$ cat src/design/sdt_pkg.sv
/*
 * sdt_pkg: shared constants of the standard down timer.
 * Assumes a 125 MHz aclk and an AXI4-Lite register port with 32-bit data.
 */
package sdt_pkg;

    // ************************************************************
    // register map (printed indices, byte address = index * 4)
    // ************************************************************
    localparam int          ADDR_W      = 12;
    localparam logic [7:0]  IDX_HIGH    = 8'hF0;
    localparam logic [7:0]  IDX_LOW     = 8'hF1;
    localparam logic [7:0]  IDX_PSC     = 8'hF2;
    localparam logic [7:0]  IDX_CTRL    = 8'hF3;
    localparam logic [11:0] ADDR_HIGH   = {2'h0, IDX_HIGH, 2'h0};
    localparam logic [11:0] ADDR_LOW    = {2'h0, IDX_LOW,  2'h0};
    localparam logic [11:0] ADDR_PSC    = {2'h0, IDX_PSC,  2'h0};
    localparam logic [11:0] ADDR_CTRL   = {2'h0, IDX_CTRL, 2'h0};

    // ************************************************************
    // reset values
    // ************************************************************
    localparam logic [7:0]  CTRL_RST    = 8'h14;
    localparam logic [7:0]  BYTE_RST    = 8'hFF;
    localparam logic [15:0] CNT_RST     = 16'hFFFF;

    // ************************************************************
    // timer_control field positions
    // ************************************************************
    localparam int RUN_BIT      = 7;
    localparam int SINGLE_BIT   = 6;
    localparam int INMD_HI_BIT  = 5;
    localparam int INMD_LO_BIT  = 4;
    localparam int CLKSEL_BIT   = 3;
    localparam int IRQ_SOURCE_SELECT_BIT     = 2;
    localparam int OUTMD_HI_BIT = 1;
    localparam int OUTMD_LO_BIT = 0;

    // ************************************************************
    // clock source dividers (cycles of aclk, edges of oscillator)
    // ************************************************************
    localparam int INT_DIV      = 4;
    localparam int OSC_DIV      = 1024;

    // ************************************************************
    // bus answers and register selectors
    // ************************************************************
    localparam logic [1:0] RESP_OKAY   = 2'h0;
    localparam logic [1:0] RESP_SLVERR = 2'h2;

    typedef enum logic [1:0] {
        SDT_SEL_HIGH = 2'b00,
        SDT_SEL_LOW  = 2'b01,
        SDT_SEL_PSC  = 2'b10,
        SDT_SEL_CTRL = 2'b11
    } sdt_sel_e;

endpackage : sdt_pkg

$ cat src/design/sdt_sync.sv
/*
 * sdt_sync: three-flop synchroniser for a pin level.
 * Assumes the input is asynchronous to aclk; output changes once stages two and three agree.
 */
`timescale 1ns/1ps
module sdt_sync #(
    parameter logic RST_LEVEL = 1'b0
) (
    input  wire logic aclk,
    input  wire logic aresetn,
    input  wire logic pin_in,
    output logic      level
);

    typedef struct packed {
        logic s1;
        logic s2;
        logic s3;
        logic lvl;
    } sdt_sync_s;

    sdt_sync_s st;
    sdt_sync_s next_st;

    // ************************************************************
    // shift chain; first stage is read only by the second
    // ************************************************************
    always_comb begin
        next_st     = st;
        next_st.s1  = pin_in;
        next_st.s2  = st.s1;
        next_st.s3  = st.s2;
        if (st.s2 == st.s3) begin
            next_st.lvl = st.s3;
        end
    end

    // registered state
    always_ff @(posedge aclk) begin
        if (!aresetn) begin
            st <= {4{RST_LEVEL}};
        end else begin
            st <= next_st;
        end
    end

    assign level = st.lvl;

endmodule : sdt_sync

$ cat src/design/sdt_tick.sv
/*
 * sdt_tick: base tick of the timer, internal clock divided or oscillator edges divided.
 * Assumes osc_level is already synchronised to aclk.
 */
`timescale 1ns/1ps
module sdt_tick #(
    parameter int INT_DIV = sdt_pkg::INT_DIV,
    parameter int OSC_DIV = sdt_pkg::OSC_DIV
) (
    input  wire logic aclk,
    input  wire logic aresetn,
    input  wire logic osc_sel,
    input  wire logic osc_level,
    output logic      tick
);

    localparam int IW = $clog2(INT_DIV);
    localparam int OW = $clog2(OSC_DIV);
    localparam logic [IW-1:0] INT_LAST = IW'(INT_DIV - 1);
    localparam logic [OW-1:0] OSC_LAST = OW'(OSC_DIV - 1);

    typedef struct packed {
        logic [IW-1:0] int_cnt;
        logic [OW-1:0] osc_cnt;
        logic          osc_prev;
        logic          tick;
    } sdt_tick_s;

    sdt_tick_s st;
    sdt_tick_s next_st;

    // ************************************************************
    // dividers; both run always so a source switch is glitch free
    // ************************************************************
    always_comb begin
        next_st          = st;
        next_st.osc_prev = osc_level;
        next_st.int_cnt  = (st.int_cnt == INT_LAST) ? '0 : st.int_cnt + 1'b1;
        if (osc_level && !st.osc_prev) begin
            next_st.osc_cnt = (st.osc_cnt == OSC_LAST) ? '0 : st.osc_cnt + 1'b1;
        end
        // source select
        if (osc_sel) begin
            next_st.tick = osc_level && !st.osc_prev && (st.osc_cnt == OSC_LAST);
        end else begin
            next_st.tick = (st.int_cnt == INT_LAST);
        end
    end

    // registered state
    always_ff @(posedge aclk) begin
        if (!aresetn) begin
            st <= '0;
        end else begin
            st <= next_st;
        end
    end

    assign tick = st.tick;

endmodule : sdt_tick

$ cat src/design/sdt_top.sv
/*
 * sdt_top: standard down timer with AXI4-Lite register access.
 * Assumes one 125 MHz clock, synchronous active-low reset, asynchronous
 * oscillator and external interrupt pins.
 */
// Implementation choice: the AXI4-Lite slave port.
`timescale 1ns/1ps

// Summary of operation
// - 16-bit down counter behind an 8-bit prescaler, single or continuous mode.
// - prescaler fed by internal clock /4, or oscillator clock /1024 when selected.
// - counter reaching zero and underflowing is the end of count.
// - setting run bit starts counting next cycle; clearing it stops.
// - restart resumes held count, or loads a constant written while stopped.
// - while running, new constant waits for end of count; prescale applies at once.
// - single mode: end of count stops, reloads, clears run bit.
// - continuous mode: end of count reloads and keeps counting.
// - single select writable anytime, also together with start.
// - output mode zero drives the timer pin high.
// - output mode 01 toggles the pin at each end of count.
// - output mode high bit set copies low bit to pin at end of count.
// - interrupt source zero requests at each end of count; one passes pin.
// - timer request drives the shared external interrupt channel.
// - constant N gives a count length of N plus one.
// - counter byte reads return the live count.
// - control layout run7 single6 inmd5:4 clksel3 ints2 output_mode_high:0, reset 14h.
// - prescale divides by value plus one; reads return programmed value.
module sdt_top (
    input  wire logic        aclk,
    input  wire logic        aresetn,
    input  wire logic [11:0] s_axi_awaddr,
    input  wire logic        s_axi_awvalid,
    output logic             s_axi_awready,
    input  wire logic [31:0] s_axi_wdata,
    input  wire logic [3:0]  s_axi_wstrb,
    input  wire logic        s_axi_wvalid,
    output logic             s_axi_wready,
    output logic [1:0]       s_axi_bresp,
    output logic             s_axi_bvalid,
    input  wire logic        s_axi_bready,
    input  wire logic [11:0] s_axi_araddr,
    input  wire logic        s_axi_arvalid,
    output logic             s_axi_arready,
    output logic [31:0]      s_axi_rdata,
    output logic [1:0]       s_axi_rresp,
    output logic             s_axi_rvalid,
    input  wire logic        s_axi_rready,
    input  wire logic        oscillator_half_clock,
    input  wire logic        ext_irq_pin,
    output logic             timer_output_pin,
    output logic             irq_channel
);

    typedef struct packed {
        logic [7:0]  ctrl;
        logic [15:0] cnst;
        logic [7:0]  psc;
        logic [15:0] cnt;
        logic [7:0]  pcnt;
        logic        pend;
        logic        pout;
        logic        irq;
        logic        aw_have;
        logic [11:0] aw_addr;
        logic        w_have;
        logic [7:0]  w_data;
        logic        w_lane0;
        logic        awready;
        logic        wready;
        logic        bvalid;
        logic [1:0]  bresp;
        logic        arready;
        logic        rvalid;
        logic [7:0]  rdata;
        logic [1:0]  rresp;
    } sdt_state_s;

    sdt_state_s st;
    sdt_state_s next_st;
    logic       base_tick;
    logic       ext_level;
    logic       osc_level;
    logic       cnt_tick;
    logic       eoc;
    logic       wr_now;
    logic       rd_now;
    logic [2:0] wr_dec;
    logic [2:0] rd_dec;

    // decode: bit 2 = mapped, bits 1:0 = register selector
    function automatic logic [2:0] sdt_decode(input logic [11:0] addr);
        unique case (addr)
            sdt_pkg::ADDR_HIGH: sdt_decode = {1'b1, sdt_pkg::SDT_SEL_HIGH};
            sdt_pkg::ADDR_LOW:  sdt_decode = {1'b1, sdt_pkg::SDT_SEL_LOW};
            sdt_pkg::ADDR_PSC:  sdt_decode = {1'b1, sdt_pkg::SDT_SEL_PSC};
            sdt_pkg::ADDR_CTRL: sdt_decode = {1'b1, sdt_pkg::SDT_SEL_CTRL};
            default:            sdt_decode = 3'h0;
        endcase
    endfunction : sdt_decode

    // ************************************************************
    // pin synchronisers and clock source
    // ************************************************************
    sdt_sync #(.RST_LEVEL(1'b0)) u_sync_ext (
        .aclk    (aclk),
        .aresetn (aresetn),
        .pin_in  (ext_irq_pin),
        .level   (ext_level)
    );

    sdt_sync #(.RST_LEVEL(1'b0)) u_sync_osc (
        .aclk    (aclk),
        .aresetn (aresetn),
        .pin_in  (oscillator_half_clock),
        .level   (osc_level)
    );

    // input mode bits are not decoded: counting ticks of the selected clock source is the only mode here
    sdt_tick u_tick (
        .aclk      (aclk),
        .aresetn   (aresetn),
        .osc_sel   (st.ctrl[sdt_pkg::CLKSEL_BIT]),
        .osc_level (osc_level),
        .tick      (base_tick)
    );

    // ************************************************************
    // next state: counting, then bus, bus write last so it wins
    // ************************************************************
    always_comb begin
        next_st  = st;
        cnt_tick = 1'b0;
        eoc      = 1'b0;
        wr_dec   = sdt_decode(st.aw_addr);
        rd_dec   = sdt_decode(s_axi_araddr);
        wr_now   = st.aw_have && st.w_have && !st.bvalid;
        rd_now   = s_axi_arvalid && st.arready;

        // prescaler divides by value plus one
        if (st.ctrl[sdt_pkg::RUN_BIT] && base_tick) begin
            if (st.pcnt == 8'h00) begin
                next_st.pcnt = st.psc;
                cnt_tick     = 1'b1;
            end else begin
                next_st.pcnt = st.pcnt - 8'h01;
            end
        end

        // underflow past zero ends the count, N+1 ticks per period
        if (cnt_tick) begin
            if (st.cnt == 16'h0000) begin
                eoc          = 1'b1;
                next_st.cnt  = st.cnst;
                next_st.pend = 1'b0;
                if (st.ctrl[sdt_pkg::SINGLE_BIT]) begin
                    next_st.ctrl[sdt_pkg::RUN_BIT] = 1'b0;
                end                                        // else keeps running
            end else begin
                next_st.cnt = st.cnt - 16'h0001;
            end
        end

        // output pin modes
        if (st.ctrl[1:0] == 2'b00) begin
            next_st.pout = 1'b1;
        end else if (eoc && st.ctrl[sdt_pkg::OUTMD_HI_BIT]) begin
            next_st.pout = st.ctrl[sdt_pkg::OUTMD_LO_BIT];
        end else if (eoc) begin
            next_st.pout = !st.pout;
        end

        // shared channel: timer end of count or the external pin
        next_st.irq = st.ctrl[sdt_pkg::IRQ_SOURCE_SELECT_BIT] ? ext_level : eoc;

        // write address and data taken in either order
        if (s_axi_awvalid && st.awready) begin
            next_st.aw_have = 1'b1;
            next_st.aw_addr = s_axi_awaddr;
        end
        if (s_axi_wvalid && st.wready) begin
            next_st.w_have  = 1'b1;
            next_st.w_data  = s_axi_wdata[7:0];
            next_st.w_lane0 = s_axi_wstrb[0];
        end
        if (st.bvalid && s_axi_bready) begin
            next_st.bvalid = 1'b0;
        end

        // register write; lane 0 must be enabled for the byte to land
        if (wr_now) begin
            next_st.aw_have = 1'b0;
            next_st.w_have  = 1'b0;
            next_st.bvalid  = 1'b1;
            next_st.bresp   = wr_dec[2] ? sdt_pkg::RESP_OKAY : sdt_pkg::RESP_SLVERR;
            if (wr_dec[2] && st.w_lane0) begin
                unique case (sdt_pkg::sdt_sel_e'(wr_dec[1:0]))
                    sdt_pkg::SDT_SEL_HIGH: begin
                        next_st.cnst[15:8] = st.w_data;
                        next_st.pend       = 1'b1;
                    end
                    sdt_pkg::SDT_SEL_LOW: begin
                        next_st.cnst[7:0] = st.w_data;
                        next_st.pend      = 1'b1;
                    end
                    sdt_pkg::SDT_SEL_PSC: begin
                        next_st.psc  = st.w_data;
                        next_st.pcnt = st.w_data;          // immediate
                    end
                    sdt_pkg::SDT_SEL_CTRL: begin
                        next_st.ctrl = st.w_data;
                        // restart loads a constant written while stopped
                        if (st.w_data[sdt_pkg::RUN_BIT] && !st.ctrl[sdt_pkg::RUN_BIT] && st.pend) begin
                            next_st.cnt  = st.cnst;
                            next_st.pcnt = st.psc;
                            next_st.pend = 1'b0;
                        end
                    end
                endcase
            end
        end
        next_st.awready = !next_st.aw_have;
        next_st.wready  = !next_st.w_have;

        // reads: counter bytes return the live count
        if (st.rvalid && s_axi_rready) begin
            next_st.rvalid = 1'b0;
        end
        if (rd_now) begin
            next_st.rvalid = 1'b1;
            next_st.rresp  = rd_dec[2] ? sdt_pkg::RESP_OKAY : sdt_pkg::RESP_SLVERR;
            unique case (sdt_pkg::sdt_sel_e'(rd_dec[1:0]))
                sdt_pkg::SDT_SEL_HIGH: next_st.rdata = rd_dec[2] ? st.cnt[15:8] : 8'h00;
                sdt_pkg::SDT_SEL_LOW:  next_st.rdata = st.cnt[7:0] & {8{rd_dec[2]}};
                sdt_pkg::SDT_SEL_PSC:  next_st.rdata = st.psc;   // programmed value
                sdt_pkg::SDT_SEL_CTRL: next_st.rdata = st.ctrl;
            endcase
        end
        next_st.arready = !next_st.rvalid;
    end

    // ************************************************************
    // registered state; all ones for constant, count and prescale
    // ************************************************************
    always_ff @(posedge aclk) begin
        if (!aresetn) begin
            st         <= '0;
            st.ctrl    <= sdt_pkg::CTRL_RST;
            st.cnst    <= sdt_pkg::CNT_RST;
            st.cnt     <= sdt_pkg::CNT_RST;
            st.psc     <= sdt_pkg::BYTE_RST;
            st.pcnt    <= sdt_pkg::BYTE_RST;
            st.pout    <= 1'b1;
            st.awready <= 1'b1;
            st.wready  <= 1'b1;
            st.arready <= 1'b1;
        end else begin
            st <= next_st;
        end
    end

    // outputs straight from flops
    assign s_axi_awready    = st.awready;
    assign s_axi_wready     = st.wready;
    assign s_axi_bvalid     = st.bvalid;
    assign s_axi_bresp      = st.bresp;
    assign s_axi_arready    = st.arready;
    assign s_axi_rvalid     = st.rvalid;
    assign s_axi_rdata      = {24'h000000, st.rdata};
    assign s_axi_rresp      = st.rresp;
    assign timer_output_pin = st.pout;
    assign irq_channel      = st.irq;
endmodule : sdt_top

$ cat config.mk
export PLATFORM = sky130hd
export DESIGN_NAME = sdt_top
export DESIGN_NICKNAME = d
export VERILOG_FILES = /design/src/design/sdt_pkg.sv /design/src/design/sdt_sync.sv /design/src/design/sdt_tick.sv /design/src/design/sdt_top.sv
export SDC_FILE = /design/constraint.sdc
export NUM_CORES = 1
export LEC_CHECK = 0
export ABC_AREA = 1
export BUFFER_PORTS_ARGS = -buffer_cell sky130_fd_sc_hd__buf_2
export CAP_MARGIN = 10
export CORE_MARGIN = 2
export CORE_UTILIZATION = 50
export CTS_BUF_LIST = sky130_fd_sc_hd__clkbuf_8
export CTS_CLUSTER_SIZE = 16
export DETAILED_ROUTE_END_ITERATION = 7
export PLACE_DENSITY = 0.73
export SETUP_SLACK_MARGIN = 0.15
export SKIP_LAST_GASP = 1
export SLEW_MARGIN = 15
export SYNTH_ARGS = -nofsm -noshare
export SYNTH_HDL_FRONTEND = slang
export SYNTH_SLANG_ARGS = --single-unit
$ cat constraint.sdc
create_clock -name aclk -period 2.6 [get_ports aclk]
set_input_delay 0.52 -clock aclk [delete_from_list [all_inputs] [get_ports aclk]]
set_output_delay 0.52 -clock aclk [all_outputs]
set_load 0.01 [all_outputs]
### Word-level counts from Yosys, hierarchy flattened

Cells that the tools add are included.

| storage, ports and cells | value |
|---|---|
| bits in registers | 121 |
| logic and storage cells | 136 |
| input bits | 69 |
| output and inout port bits | 43 |

| cells by class | value |
|---|---|
| $add $sub $neg | 4 |
| equality and inequality tests | 18 |
| reduce and logical (&&, ||, !) cells | 35 |
| bitwise gates (word level) | 2 |
| multiplexer cells | 42 |

Operators by type and width:

| kind | count |
|---|---|
| 57-bit two-way mux | 2 |
| 12-bit by 10-bit == test with 1-bit output (second input constant) | 8 |
| 8-bit two-way mux | 7 |
| 16-bit two-way mux | 3 |
| 8-bit one-hot mux with 4 select lines | 1 |
| 25-bit two-way mux | 1 |
| 3-bit one-hot mux with 4 select lines | 2 |
| 10-bit two-way mux | 2 |
| 1-bit two-way mux | 17 |
| 16-bit zero test | 1 |
| 8-bit one-hot mux with 2 select lines | 1 |
| 16-bit by 1-bit subtractor with 16-bit output (second input constant) | 1 |
| 1-bit logical AND | 14 |
| 13-bit two-way mux | 1 |
| 3-bit AND reduction | 4 |
| 11-bit two-way mux | 1 |
| 10-bit by 1-bit adder with 10-bit output (second input constant) | 1 |
| 10-bit == test (second input constant) | 1 |
| 2-bit == test (second input constant) | 5 |
| 8-bit bitwise AND | 1 |
| 8-bit zero test | 1 |
| 8-bit by 1-bit subtractor with 8-bit output (second input constant) | 1 |
| 1-bit zero test | 7 |
| 2-bit zero test | 3 |
| 9 further kinds | 15 |

### Depth between registers and ports, before layout

| logic depth | value |
|---|---|
| word-level depth | 8 |
| gate-level depth with buffers | 13 |
| gate-level depth less buffers | 13 |

### Hierarchy

Synthesis repeated with hierarchy kept, for this count alone.

| second synthesis, totals | value |
|---|---|
| cells, all modules | 873 |
| area, all modules | 6182.2 um^2 |

By module, submodules not included:

| module | sequential area each (um^2) | instances | area an instance (um^2) | cells an instance |
|---|---|---|---|---|
| sdt_top | 1941.9 | 1 | 5308.8 | 761 |
| sdt_tick | 280.3 | 1 | 640.6 | 86 |
| sdt_sync | 80.1 | 2 | 116.4 | 13 |

### Worst setup path before layout

OpenSTA, ideal clock, no wires.

| timing path | value |
|---|---|
| kind | input to register |
| start | in s_axi_araddr[1] |
| end | reg st, in the netlist s_axi_rdata[7] |
| path buffers | 1 |
| library setup time | 64 ps |
| cell stages on the path | 8 |
| setup slack | 960 ps |
| arrival time | 1576 ps |
| required time | 2536 ps |
| path through | nor2_1 > nand4_1 > nor2_2 > clkbuf_1 > nand4_1 > nand3_1 > nor2_1 > nor2_1 |

| on the way | value |
|---|---|
| cells in the longest elaborated chain, start to end | 4 |
| elaborated cells on any way between the ends | 12 |
| those cells by class | 7 x eq/ne; 3 x mux; 1 x bitwise; 1 x reduce/logical |

RTL lines:

| item | line | RTL |
|---|---|---|
| start: declaration | sdt_top.sv:41 | `input wire logic [11:0] s_axi_araddr,` |
| 12-bit by 10-bit == test with 1-bit output | sdt_top.sv:92 | `unique case (addr)` |
| 3-bit one-hot mux with 4 select lines * | sdt_top.sv:92 |  |
| 2-bit == test (tied with other cells) | sdt_top.sv:231 | `unique case (sdt_pkg::sdt_sel_e'(rd_dec[1:0]))` |
| 8-bit one-hot mux with 4 select lines * | sdt_top.sv:231 |  |
| end signal: assignment | sdt_top.sv:257 | `st <= next_st;` |
| end: declaration | sdt_top.sv:78 | `sdt_state_s st;` |

Every way passes the cells marked *; elsewhere a longest branch is shown, timed or not.
A chain may end at the register's enable or synchronous reset.

### Worst setup path after layout

| timing path | value |
|---|---|
| start | reg st[43] in the netlist's numbering |
| end | reg st[52] in the netlist's numbering |

| on the way | value |
|---|---|
| cells in the longest elaborated chain, start to end | 8 |

RTL lines:

| item | line | RTL |
|---|---|---|
| 8-bit zero test * | sdt_top.sv:141 | `if (st.pcnt == 8'h00) begin` |
| 1-bit two-way mux * | sdt_top.sv:141 |  |
| 1-bit two-way mux * | sdt_top.sv:140 | `if (st.ctrl[sdt_pkg::RUN_BIT] && base_tick) begin` |
| 16-bit two-way mux * | sdt_top.sv:150 | `if (cnt_tick) begin` |
| 25-bit two-way mux | sdt_top.sv:212 | `if (st.w_data[sdt_pkg::RUN_BIT] && !st.ctrl[sdt_pkg::RUN_BIT] && st.pend) begin` |
| 16-bit two-way mux | sdt_top.sv:196 | `unique case (sdt_pkg::sdt_sel_e'(wr_dec[1:0]))` |
| 57-bit two-way mux | sdt_top.sv:195 | `if (wr_dec[2] && st.w_lane0) begin` |
| 57-bit two-way mux * | sdt_top.sv:190 | `if (wr_now) begin` |

Marks and branches as above.

==> flow_metrics.py <==
metrics = {
    "sta": {
        "rsz0062_at_grt": "false",
        "period_minus_slack_ps": 2102,
        "setup_viol_count_final": 0,
        "fin_tns_setup_ps": 0,
        "clock_skew_ps": 8.698,
        "whs_ps": 275.6,
        "fin_crit_sh_pct": 80.86,
        "slew_headroom_pct": 65.25,
        "hold_viol": 0,
        "worst_pin_slew_ps": 520.5,
        "timing.final.ws_setup_ps": 497.6,
        "drv_slew": 0,
        "fmax_mhz": 475.6,
    },
    "floorplanning": {
        "row_count": 39,
        "die_area_sq_mm": 0.01287,
        "pin_count": 112,
        "die_w_um": 113.5,
        "initial_core_util_pct": 51.80,
        "fp.coreArea_sq_mm": 0.01156,
        "die_h_um": 113.5,
    },
    "clock_tree": {
        "cts_resized": 0,
        "htreeDepth": 4,
        "clockBufferDepth": 2,
        "hold_buffers": 0,
        "cts_setup_buffers": 0,
        "clk_root_buffer_cell": "clkbuf_8",
        "cts_tree": "done",
        "cts_made_buffers": 17,
        "clock_sinks": 119,
        "cts.clk_slew.worst_paths_ps": 70,
        "clock_latency_ps": 430,
    },
    "routing": {
        "drtIter0Drc": 422,
        "routed_wirelength_um": 13560,
        "routed_via_density": 5.149,
        "drc_errors": 0,
        "drt-wirelength-per-cell_um": 13.21,
        "drt.antenna.violating_nets": 0,
        "drt_first_pass_iters": 5,
        "vias": 5288,
    },
    "grt": {
        "use_met2_pct": 37.33,
        "use_met1_pct": 29.04,
        "grt_max_degree": 49,
        "grtUsageMet3_pct": 4.570,
        "top_usage_layer": "met2",
        "grt.overflow.total": 0,
        "antenna_found_initial": 0,
        "track_usage_pct": 22.12,
        "grt_pass1_wl_um": 22820,
        "grt_pass1_vias": 4863,
    },
    "cells_and_area": {
        "nets": 947,
        "diodes": 0,
        "drive_above_1_share_pct": 15.38,
        "final_util_pct": 57.02,
        "fillCellCount": 1137,
        "synthToLayoutAreaGrowth_pct": 10.07,
    },
    "placement": {
        "pre_cts_slack_ps": 532.8,
        "hpwl_um": 9857,
        "io_buffers": 58,
        "gp_congestion": 0.9813,
    },
    "critical_path": {
        "crit_top_cell": "nand2_1",
        "critPathCaptureType": "flop",
        "crit_required_ps": 2960,
        "cp-start-kind": "flop",
        "arrival_ps": 2470,
        "slowest_stage": "inv_1",
        "worstSetupPathType": "flop to flop",
        "worstPathMaxFanout": 13,
        "max_stage_delay_ps": 420,
        "cp_cell_sequence": "inv_1 -> ha_1 -> nand2_1 -> nor2_4 -> nand2_2 -> inv_1 -> nand2_1 -> o22ai_1 -> nand2_1 -> nand3_1",
    },
    "logic_synthesis": {
        "ys.flop_type": "dfxtp_1",
        "synth_cells": 825,
        "netlist_area_sq_mm": 0.005991,
        "yosysWarningCount": 0,
        "avgSynthCellArea_sq_um": 7.262,
        "ys_async_sr_fraction_pct": 0,
        "synth_edf_count": 0,
        "yosysSeqAreaShare_pct": 39.77,
        "synthDistinctLibCells": 42,
        "synth-seq-cells": 119,
    },
    "status": {
        "status": "finished, final reports clean",
    },
    "worst_hold_path": {
        "min_path_type": "input pin to flop",
    },
    "power": {
        "p_per_area_mw_per_mm2": 594.9,
        "leakage_nw": 3.136,
        "peakVddDrop_mv": 0.3603,
    },
    "run": {
        "maxCapViolCount": 0,
    },
}
-- sequential cells by signal, summed over array words and instances, names as in the netlist, 2 cells and up --
register	count
u_sync_osc.next_st	2
s_axi_rdata	8
u_sync_ext.next_st	2
u_tick.st	13
st	80
-- cells by family after synthesis --
kind of cell               Yosys count  synth area share (%)
xor gates and xnor gates             8                 1.170
adders and majority gates            6                 1.253
DFF                                119                 39.77
buffers and inverters              149                 12.53
other                                1               0.06260
AOI/OAI and AO/OA                  143                 14.56
and+or+nand+nor                    399                 30.66
-- cells in the final DEF (no fill, tap or decap), types with 6 or more instances in the layout --
cell type	n
nor3_1	16
o211ai_2	11
conb_1	26
buf_2	58
nand4_1	27
a21oi_1	37
o21ai_0	64
xor2_1	6
inv_1	82
nand2_1	169
dfxtp_1	119
clkbuf_8	18
o211ai_1	16
inv_2	6
nor2_1	105
nand3_1	54
buf_4	7
ha_1	6
-- power by group --
| group | total (mW) | leakage, nW | switching (mW) | internal (mW) |
|---|---|---|---|---|
| clock network | 1.75 | 0.222 | 0.702 | 1.04 |
| registers | 1.93 | 0.971 | 0.0444 | 1.88 |
| logic | 0.251 | 1.94 | 0.170 | 0.0816 |
| total | 3.92 | 3.14 | 0.916 | 3.01 |
-- final timing paths --
path | from | endpoint | slack [ps] | cells past startpoint
setup / recovery | st[43] | st[52] | 500 | 10
hold / removal | ext_irq_pin | u_sync_ext.next_st[2] | 280 | 3
setup reg to reg | st[43] | st[52] | 500 | 10
hold reg to reg | u_sync_osc.next_st[2] | u_sync_osc.next_st[1] | 410 | 2
-- layer usage --
metal,routed length (um),share of wire [%]
met3,753,5.6
met2,6407,47
met4,167,1.2
met1,6233,46
met5,0,0
-- Yosys cell counts, types with 3 or more instances --
master / number / area (sq um)
a211oi_1: 4 / 30.03
a21oi_1: 37 / 185.2
buf_2: 3 / 15.01
buf_4: 36 / 270.3
buf_6: 5 / 56.30
clkbuf_1: 14 / 52.55
dfxtp_1: 119 / 2382
dlygate4sd1_1: 3 / 26.28
ha_1: 6 / 75.07
inv_1: 79 / 296.5
inv_2: 6 / 22.52
nand2_1: 169 / 634.4
nand2_2: 5 / 31.28
nand3_1: 54 / 270.3
nand3_2: 4 / 40.04
nand4_1: 27 / 168.9
nor2_1: 105 / 394.1
nor2_2: 5 / 31.28
nor2_4: 3 / 33.78
nor3_1: 16 / 80.08
o211ai_1: 16 / 120.1
o211ai_2: 11 / 137.6
o21ai_0: 64 / 320.3
xor2_1: 6 / 52.55
-- worst max-delay path, delay by kind of cell (launching register included) --
kind	cells	cell delay, ps
flip-flops	1	320
AND/OR/NAND/NOR	6	840
AO/OA/AOI/OAI	1	150
buffers and inverters	2	530
adder cells (fa/ha/maj)	1	200
-- metrics by stage --
step / cells / power [mW] / area, sq um
after global placement: 996 / 2.213 / 6182
after floorplan: 850 / 2.170 / 6085
after detailed placement: 996 / 2.217 / 6182
after CTS: 1027 / 3.947 / 6594
after global routing: 1027 / 4.079 / 6594
final: 1027 / 3.923 / 6594
-- area by class of cell --
| cell class | instances | area, sq um | area share (%) |
|---|---|---|---|
| Clock inverter | 13 | 163.9 | 2.486 |
| Timing Repair Buffer | 65 | 342.8 | 5.199 |
| Clock buffer | 18 | 247.7 | 3.757 |
| Sequential cell | 119 | 2382 | 36.13 |
| Tap cell | 143 | 178.9 | 2.713 |
| Inverter | 87 | 326.6 | 4.953 |
| Multi-Input combinational cell | 582 | 2952 | 44.76 |
Power figures use the tool's default switching activity.
